===== src/core/lsa_defines.svh =====
// register offsets, field positions and reset values for the status logic
`ifndef LSA_DEFINES_SVH
`define LSA_DEFINES_SVH

// register offsets on the serial register port
`define LSA_OFS_PRIMARY_STATUS   8'h41
`define LSA_OFS_SECONDARY_STATUS 8'h42
`define LSA_OFS_PRIMARY_MASK     8'h74
`define LSA_OFS_SECONDARY_MASK   8'h75

// primary status bit positions
`define LSA_P_SECONDARY_PENDING 7
`define LSA_P_REMOTE_TWO_TEMP   6
`define LSA_P_LOCAL_TEMP        5
`define LSA_P_REMOTE_ONE_TEMP   4
`define LSA_P_FIVE_VOLT         3
`define LSA_P_SUPPLY            2
`define LSA_P_CORE_RAIL         1
`define LSA_P_TWO_HALF_VOLT     0

// secondary status bit positions
`define LSA_S_DIODE_TWO      7
`define LSA_S_DIODE_ONE      6
`define LSA_S_FAN_FOUR_TRIP  5
`define LSA_S_FAN_THREE      4
`define LSA_S_FAN_TWO        3
`define LSA_S_FAN_ONE        2
`define LSA_S_OVERTEMP       1
`define LSA_S_TWELVE_VID     0

// comparison channel index of the twelve volt rail
`define LSA_CHAN_TWELVE_VOLT 3'h7

// reset values
`define LSA_RST_STATUS 8'h00
`define LSA_RST_MASK   8'h00
`define LSA_RST_RDATA  8'h00

`endif


===== src/core/lsa_pkg.sv =====
// types shared by the limit status and alert logic
package lsa_pkg;

	typedef logic [7:0] lsa_byte_t;

	// whole state of the status and alert block
	typedef struct packed {
		logic [6:0] primary_status;   // sticky limit flags
		lsa_byte_t  secondary_status; // sticky fault flags
		lsa_byte_t  primary_mask;
		lsa_byte_t  secondary_mask;
		lsa_byte_t  chan_fault;       // last comparison per channel
		lsa_byte_t  rdata;
		logic       alert_n;
	} lsa_state_t;

endpackage


===== src/core/lsa_limit_cmp.sv =====
// high and low limit comparison of one measurement
`timescale 1ns/1ns
module lsa_limit_cmp #(
	parameter int WIDTH = 8
) (
	input  wire logic [WIDTH-1:0] value_in,
	input  wire logic [WIDTH-1:0] high_in,
	input  wire logic [WIDTH-1:0] low_in,
	output logic                  out_of_limit_out
);

	// above high is strict, low limit itself already counts
	assign out_of_limit_out = (value_in > high_in) ||
		(value_in <= low_in);

endmodule


===== src/core/lsa_status_alert.sv =====
// sticky status registers, alert masks and the active-low alert output
`timescale 1ns/1ns
`include "lsa_defines.svh"

module lsa_status_alert
	import lsa_pkg::*;
(
	input  wire logic       clk_sys_in,
	input  wire logic       sys_rst_in,
	// register port from the serial bus slave
	input  wire logic [7:0] reg_addr_in,
	input  wire logic       reg_wr_in,
	input  wire logic       reg_rd_in,
	input  wire logic [7:0] reg_wdata_in,
	output logic      [7:0] reg_rdata_out,
	// measurement values and limits from the measurement sequencer
	input  wire logic       meas_valid_in,
	input  wire logic [2:0] meas_chan_in,
	input  wire logic [7:0] meas_value_in,
	input  wire logic [7:0] meas_high_in,
	input  wire logic [7:0] meas_low_in,
	// fault levels from fan, diode and trip logic
	input  wire logic [3:0] fan_slow_in,
	input  wire logic       diode_one_fault_in,
	input  wire logic       diode_two_fault_in,
	input  wire logic       overtemp_in,
	input  wire logic       thermal_trip_in,
	input  wire logic       trip_mode_in,
	input  wire logic       vid_mode_in,
	input  wire logic       vid_change_in,
	output logic            alert_n_out
);

	lsa_state_t st;
	lsa_state_t next_st;
	logic       cmp_fault;
	logic [6:0] live_primary;
	logic [7:0] live_secondary;
	logic       rd_primary;
	logic       rd_secondary;
	logic       pending;

	lsa_limit_cmp #(
		.WIDTH (8)
	) u_cmp (
		.value_in         (meas_value_in),
		.high_in          (meas_high_in),
		.low_in           (meas_low_in),
		.out_of_limit_out (cmp_fault)
	);

	// live fault levels in status bit order
	always_comb begin
		live_primary = st.chan_fault[6:0];
		live_secondary[`LSA_S_DIODE_TWO] = diode_two_fault_in;
		live_secondary[`LSA_S_DIODE_ONE] = diode_one_fault_in;
		live_secondary[`LSA_S_FAN_FOUR_TRIP] =
			trip_mode_in ? thermal_trip_in : fan_slow_in[3];
		live_secondary[`LSA_S_FAN_THREE] = fan_slow_in[2];
		live_secondary[`LSA_S_FAN_TWO] = fan_slow_in[1];
		live_secondary[`LSA_S_FAN_ONE] = fan_slow_in[0];
		live_secondary[`LSA_S_OVERTEMP] = overtemp_in;
		live_secondary[`LSA_S_TWELVE_VID] = vid_mode_in ? vid_change_in :
			st.chan_fault[`LSA_CHAN_TWELVE_VOLT];
	end

	// read strobes per status register
	assign rd_primary = reg_rd_in &&
		(reg_addr_in == `LSA_OFS_PRIMARY_STATUS);
	assign rd_secondary = reg_rd_in &&
		(reg_addr_in == `LSA_OFS_SECONDARY_STATUS);

	// alert cause: unmasked sticky or still-live source
	assign pending =
		(|((st.primary_status | live_primary) &
			~st.primary_mask[6:0])) ||
		(!st.primary_mask[`LSA_P_SECONDARY_PENDING] &&
			(|((st.secondary_status | live_secondary) &
				~st.secondary_mask)));

	// next state of the whole block
	always_comb begin
		next_st = st;
		// latest comparison result per channel
		if (meas_valid_in) begin
			next_st.chan_fault[meas_chan_in] = cmp_fault;
		end
		// clear on read only where the fault is gone; set wins
		next_st.primary_status = (rd_primary ?
			(st.primary_status & live_primary) : st.primary_status) |
			live_primary;
		next_st.secondary_status = (rd_secondary ?
			(st.secondary_status & live_secondary) :
			st.secondary_status) | live_secondary;
		// mask register writes
		if (reg_wr_in && reg_addr_in == `LSA_OFS_PRIMARY_MASK) begin
			next_st.primary_mask = reg_wdata_in;
		end
		if (reg_wr_in && reg_addr_in == `LSA_OFS_SECONDARY_MASK) begin
			next_st.secondary_mask = reg_wdata_in;
		end
		// read data, pre-clear value; unmapped reads give zero
		if (reg_rd_in) begin
			unique case (reg_addr_in)
				`LSA_OFS_PRIMARY_STATUS: begin
					next_st.rdata = {|st.secondary_status,
						st.primary_status};
				end
				`LSA_OFS_SECONDARY_STATUS: begin
					next_st.rdata = st.secondary_status;
				end
				`LSA_OFS_PRIMARY_MASK: begin
					next_st.rdata = st.primary_mask;
				end
				`LSA_OFS_SECONDARY_MASK: begin
					next_st.rdata = st.secondary_mask;
				end
				default: begin
					next_st.rdata = `LSA_RST_RDATA;
				end
			endcase
		end
		next_st.alert_n = !pending;
	end

	// state register
	always_ff @(posedge clk_sys_in) begin
		if (sys_rst_in) begin
			st.primary_status   <= 7'h00;
			st.secondary_status <= `LSA_RST_STATUS;
			st.primary_mask     <= `LSA_RST_MASK;
			st.secondary_mask   <= `LSA_RST_MASK;
			st.chan_fault       <= 8'h00;
			st.rdata            <= `LSA_RST_RDATA;
			st.alert_n          <= 1'b1;
		end else begin
			st <= next_st;
		end
	end

	assign reg_rdata_out = st.rdata;
	assign alert_n_out   = st.alert_n;
endmodule


===== config.mk =====
export PLATFORM = sky130hd
export DESIGN_NAME = lsa_status_alert
export DESIGN_NICKNAME = d
export VERILOG_FILES = /design/src/core/lsa_pkg.sv /design/src/core/lsa_limit_cmp.sv /design/src/core/lsa_status_alert.sv
export VERILOG_INCLUDE_DIRS = /design/src /design/src/core
export SDC_FILE = /design/constraint.sdc
export NUM_CORES = 1
export LEC_CHECK = 0
export BUFFER_PORTS_ARGS = -buffer_cell sky130_fd_sc_hd__buf_2
export CORE_ASPECT_RATIO = 0.9
export CORE_MARGIN = 4
export CORE_UTILIZATION = 32
export DETAILED_ROUTE_END_ITERATION = 6
export SYNTH_ARGS = -nofsm -noshare
export SYNTH_HDL_FRONTEND = slang
export SYNTH_HIERARCHICAL = 1
export SYNTH_SLANG_ARGS = --single-unit

===== constraint.sdc =====
create_clock -name clk_sys_in -period 2.2 [get_ports clk_sys_in]
set_input_delay 0.11 -clock clk_sys_in [delete_from_list [all_inputs] [get_ports clk_sys_in]]
set_output_delay 0.11 -clock clk_sys_in [all_outputs]
set_load 0.01 [all_outputs]

# == Word level (Yosys, flattened, before mapping) ==
# Cells that the tools add are included.
# word_totals
register_bits,48
latch_bits,0
ramBits,0
mem_bits_ro,0
input_bits,59
memories,0
# op_classes
n_addsub,0
multipliers,0
n_div,0
order_cmp,4
eq_ne,4
shift,0
muxes,8
bitwise_logic,10
n_reduce_logical,13
# op_table
cell,n
8-bit by 7-bit equality test with 1-bit output (second input constant),4
8-bit case mux with 4 select lines,1
8-bit bitwise AND,2
8-bit OR,2
8-bit OR reduction,2
7-bit bitwise AND,2
7-bit OR,2
8-bit bitwise mux,1
8-bit > comparator,1
8-bit less-or-equal comparator,1
8-bit 2-to-1 mux,1
8-bit NOT,1
7-bit 2-to-1 mux,1
7-bit NOT,1
7-bit OR reduction,1
1-bit logical AND,6
3-bit by 4-bit < comparator with 1-bit output (second input constant),1
1-bit demux with 3-bit select,1
3-bit by 1-bit >= comparator with 1-bit output (second input constant),1
1-bit 2-to-1 mux,3
1-bit zero test,2
1-bit logical OR,2

# == Longest topological paths before layout ==
# Gate-level depths: netlist of run 1.
# depth
word_depth,7
depth_mapped,10
ltp_nobuf,9

# == Hierarchy ==
# Netlist of run 1, hierarchy kept.
# by_module_without_submodules
module,n_inst,cells_each,area_per_inst_um2,seq_area_each_um2
lsa_status_alert,1,276,2358.5,960.9
lsa_limit_cmp,1,54,405.4,0.0

# == Worst setup path before layout of run 1 ==
# No wires, ideal clock.
# synth_timing
path_kind,in2reg
from,input port reg_addr_in[1]
to,register st[32] (netlist bit)
arrival_time_ns,1.500
slack_ns,0.573
path_stages,5
path_buffers,1
path_cell_list,or4b_4 -> buf_6 -> nor4_4 -> mux2i_1 -> nor2_1
# synth_via
elab_chain_cells,2
# synth_rtl
element,line,text
"start, declared",lsa_status_alert.sv:11,"input wire logic [7:0] reg_addr_in,"
8-bit by 7-bit equality test with 1-bit output,-,
1-bit logical AND (no line),-,
"end signal, assigned",lsa_status_alert.sv:137,st <= next_st;
"end, declared",lsa_status_alert.sv:34,lsa_state_t st;
# Every way passes these cells.
# A chain may end at the register's enable or synchronous reset.

# == Worst setup path in the final report of run 1 ==
# layout_timing
from,input port reg_addr_in[1]
to,register st[24] (netlist bit)
# Same word-level chain as after synthesis.

==> out/qor.csv, run 1 <==
metric,value,unit
status,"finished, final reports clean",
grt_antenna_before_repair,0,
synth_flop_cell,dfxtp_1,
tritoncts,yes,
setup_viol,0,
synthArstFlopShare,0,%
drc,0,
synth_top_cells_by_area,"dfxtp_1 (35%), mux2i_1 (12%), nor2_1 (7.3%)",
syn_area_per_cell,8.375,sq um
final_nets,460,
cts_root_buffer,clkbuf_8,
dieArea,0.01019,sq mm
hold_viol_final,0,
drv_cap,0,
vdd_drop_max,208.0,uV
worstSetupStartpointType,input pin,
clock.fmax,0.5993,GHz
syn_inst,330,
crit_required,2380,ps
place_ws,220.7,ps
hold_slack,38.63,ps
fin_setup_tns,0,ps
postCtsResizedCells,0,
grt_pass1_vias,2406,
p_per_area,529.4,mW/mm^2
port_buffers,67,
slowest_delay,680,ps
die_h,96.17,um
worstMarginPinSlew,522.9,ps
drive_gt1_share,22.02,%
antenna_left,0,
path_max_fanout,17,
wl_per_cell,13.75,um
slowest_stage,or4_1,
period_share,75.85,%
core,0.008223,sq mm
grt_pass1_wl,11140,um
dr.pass1.iters,5,
placedCellCount,493,
rsz0062_at_grt,false,
post_cts_buffers,0,
min_path_type,input pin to register,
grtUsageTotal,13.50,%
hp-start,diode_two_fault_in,
ys_ff_latch,48,
viasPerCell,4.970,
cts_buffers,5,
num_vias,2490,
worst-setup-path-type,input pin to register,
fillers,907,
instances_no_fill,501,
htreeDepth,2,
num_rows,31,
r2r_end,alert_n_out,
startpoint,reg_addr_in[1],
finClkSkew,2.980,ps
seq_area_frac_synth,34.77,%
syn_nets,405,
yosys.area.top_type_share,34.77,%
r2r_start,st[16],
clk_pin_slew,80,ps
first_iter_violations,108,
ctsHoldBuffers,0,
dp_hpwl,5600,um
endpoint,st[24],
ctsLongestPathBuffers,2,
worstPathCellList,buf_2 > or4b_4 > or4_1 > mux2i_1 > nor2_1,
syn_area,0.002764,sq mm
grt_overflow_total,0,
cts_sinks,48,
start_util,33.61,%
clk_latency,300,ps
yosys.area.top_type,dfxtp_1,
drv_slew,0,
end_kind,register,
ys_types,45,
max_slew_margin,64.91,%
worstPathArrival,1850,ps
reg2reg_depth,4,
gp_congestion,0.9035,
synth_warnings,6,
dieWidth,106.0,um
num_antenna_cells,0,
reg2reg_slack,920,ps
setup_ws,531.3,ps
synth-edff-count,0,
p_leak,1.408,nW
routed_wl,6890,um
area_delta_synth_final,17.43,%
ios,68,
grt_max_degree,34,
min_period,1669,ps
final_util,39.47,%
==> per-stage QoR <==
stage	instance area, sq um	power, mW
after floorplan	2764	1.092
after global placement	3152	1.194
after detailed placement	3152	1.200
after CTS	3246	1.741
after global routing	3246	1.810
final	3246	1.718
==> worst max-delay path: cells and delay by family <==
family / cells / cell delay, ps
AND/OR/NAND/NOR: 3 / 1290
buffers and inverters: 1 / 180
multiplexers: 1 / 260
==> logic make-up after synthesis <==
family                   share of synthesized area (%)
flip-flops                                       34.77
adder cells (fa/ha/maj)                          7.243
AND/OR/NAND/NOR                                  23.13
multiplexers                                     12.31
AO/OA/AOI/OAI                                    14.89
buffers and inverters                            7.650
==> cell type report <==
| cell class | instances | area [sq um] | share of cell area (%) |
|---|---|---|---|
| multi-input cells | 236 | 1592 | 49.04 |
| flip-flops and latches | 48 | 960.9 | 29.61 |
| repair buffers | 72 | 372.9 | 11.49 |
| well taps | 115 | 143.9 | 4.433 |
| clock buffers | 7 | 86.33 | 2.660 |
| inverters | 22 | 82.58 | 2.544 |
| clock inverters | 1 | 7.507 | 0.2313 |
==> cell usage in the layout, fill, tap and decap left out, types with 2 or more instances in the layout <==
cell	netlist	final
nor3b_1	3	3
clkbuf_8	0	6
a21oi_1	31	31
dfxtp_1	48	48
nor2_1	54	54
nand2_1	13	13
nand3b_1	14	14
nor2b_1	3	3
mux2i_1	34	34
nor3_1	10	10
buf_2	1	67
a21o_1	2	2
nand3_1	3	3
o21bai_1	3	3
nand4b_1	2	2
o22ai_1	11	11
ha_1	16	16
nor4_1	3	3
inv_1	21	21
a211oi_1	7	7
buf_4	8	5
nand4_1	7	7
==> cells in the mapped netlist, types with 2 or more instances <==
library cell / count
nor2_1: 54
dfxtp_1: 48
mux2i_1: 34
a21oi_1: 31
inv_1: 21
ha_1: 16
nand3b_1: 14
nand2_1: 13
o22ai_1: 11
clkbuf_1: 10
nor3_1: 10
buf_4: 8
a211oi_1: 7
nand4_1: 7
buf_1: 4
nand3_1: 3
nor2b_1: 3
nor3b_1: 3
nor4_1: 3
o21bai_1: 3
a21o_1: 2
nand4b_1: 2
==> routing by layer <==
| metal | global-route usage (%) | vias to the layer above | wire [um] |
|---|---|---|---|
| met5 | 0 | - | 0 |
| li1 | - | 1274 | - |
| met4 | 4.099 | 0 | 109 |
| met1 | 18.01 | 1159 | 3429 |
| met2 | 21.97 | 46 | 3090 |
| met3 | 2.951 | 11 | 261 |
==> state kept, by name, indices dropped and copies added, names as in the netlist <==
name / flops
st: 32
reg_rdata_out: 8
alert_n_out: 1
live_primary: 7
==> where the power goes <==
| part | internal [mW] | leakage [nW] | total (mW) | switching [mW] |
|---|---|---|---|---|
| clock network | 0.256 | 0.0445 | 0.538 | 0.283 |
| logic | 0.123 | 0.973 | 0.267 | 0.144 |
| registers | 0.891 | 0.390 | 0.913 | 0.0225 |
| total | 1.27 | 1.41 | 1.72 | 0.449 |
==> worst min-delay path by stage <==
stage,slack (ps),cells past startpoint,end
3_3_place_gp,330,3,st[40]
5_1_grt,50,3,st[34]
4_1_cts,30,3,st[40]
6_report,40,3,st[40]
2_1_floorplan,230,2,st[34]
3_5_place_dp,350,3,st[36]
No activity file was read; power rests on OpenSTA's default activity.
==> run 2, diff against run 1 <==
Clock period 2.2 ns to 1.7 ns, I/O delays scaled along.
==> run 2 against run 1 <==
- critical endpoint is now st[23]
- final cell count increased by 2.2%
- setup slack got worse by 200 ps
- sequential power up 29%
- clock-buffer cell count down 2
- register-to-register slack got worse by 420 ps
- critical path type unchanged
==> out/qor.csv, run 2 (same netlist as run 1, synthesis figures left out) <==
metric,value,unit
final_cell_mix,"buf_2 (67), nor2_1 (54), dfxtp_1 (48)",
vdd_drop_max,376.7,uV
worstMarginPinSlew,382.8,ps
wl_per_cell,13.76,um
drv_slew,0,
first_iter_violations,136,
clock.fmax,0.7281,GHz
setup_ws,326.5,ps
worstPathArrival,1580,ps
largest_reg_flops,32,
routed_wl,7046,um
viasPerCell,4.975,
worst-setup-path-type,input pin to register,
busiest_layer,met2,
cts_sinks,48,
grt_pass1_vias,2381,
period_share,80.80,%
htreeDepth,2,
final_common_cell,buf_2,
dieArea,0.01019,sq mm
hold_viol_final,0,
antenna_left,0,
crit_required,1910,ps
core,0.008223,sq mm
dp_hpwl,5600,um
min_period,1374,ps
grt_max_degree,34,
setup_viol,0,
max_slew_margin,74.24,%
grtUsageTotal,14.07,%
postCtsResizedCells,0,
drc,0,
finClkSkew,7.029,ps
num_vias,2547,
start_util,33.61,%
clk_pin_slew,90,ps
grt_antenna_before_repair,0,
cts_buffers,5,
ctsLongestPathBuffers,2,
hold_slack,11.66,ps
rsz0062_at_grt,false,
end_kind,register,
num_antenna_cells,0,
drive_gt1_share,23.17,%
min_path_type,input pin to register,
top_register,st,
cts_root_buffer,clkbuf_8,
power.total,2.534,mW
clk_latency,310,ps
gp_congestion,0.8484,
status,"finished, final reports clean",
dieWidth,106.0,um
final_nets,471,
area_delta_synth_final,23.36,%
ios,68,
dr.pass1.iters,5,
final_util,41.46,%
drv_cap,0,
die_h,96.17,um
worstSetupStartpointType,input pin,
p_leak,1.488,nW
grtUsageMet3,3.823,%
p_per_area,743.1,mW/mm^2
tritoncts,yes,
use_met1,18.26,%
port_buffers,67,
grt_overflow_total,0,
grt_pass1_wl,11420,um
use_met2,23.35,%
place_ws,31.77,ps
num_rows,31,
path_max_fanout,8,
fin_setup_tns,0,ps
[run 2: changes by cell type in the layout (fill, tap and decap cells not counted)]
cell and delta:
dlygate4sd3_1 +5, buf_4 +4, buf_12 +2, bufinv_16 +2
clkbuf_1 -1, clkbuf_8 -1, clkinvlp_4 -1, inv_6 +1
[run 2: repair_timing]
action                    in CTS  in global routing
hold endpoints to repair       5                  0
setup buffers                  0                  0
hold buffers                   5                  0
[run 2: worst paths after layout]
path / start / endpoint / cells past startpoint / slack, ps
setup / recovery: reg_addr_in[1] / st[23] / 6 / 330
hold / removal: diode_one_fault_in / st[39] / 3 / 10
setup reg to reg: st[16] / alert_n_out / 4 / 500
hold reg to reg: reg_rdata_out[1] / reg_rdata_out[1] / 2 / 460
[run 2: critical path: stages]
cell     delay [ps]
buf_2           110
or4b_4          530
or4_1           420
buf_4           210
mux2i_1         170
nor2_1           50
[run 2: per-layer routing]
metal	up-vias	wire (um)
met4	0	62
met2	57	3271
li1	1302	-
met5	-	0
met3	6	391
met1	1182	3320
[run 2: through the flow]
stage	instance area, sq um	std cells
floorplan	2764	330
global placement	3222	499
detailed placement	3222	499
CTS	3410	512
global route	3410	512
finish	3410	512
[run 2: cell type report]
class                   instances  area [sq um]
flip-flops and latches         48         960.9
fillers                       849          4813
well taps                     115         143.9
inverters                      22         82.58
clock buffers                   5         68.82
repair buffers                 83         493.0
clock inverters                 3         68.82
multi-input cells             236          1592
[run 2: where the power goes]
group	total (mW)	internal, mW	switching [mW]	leakage, nW
clock network	0.985	0.592	0.394	0.0687
logic	0.367	0.177	0.190	1.03
registers	1.18	1.15	0.0281	0.390
total	2.53	1.92	0.612	1.49
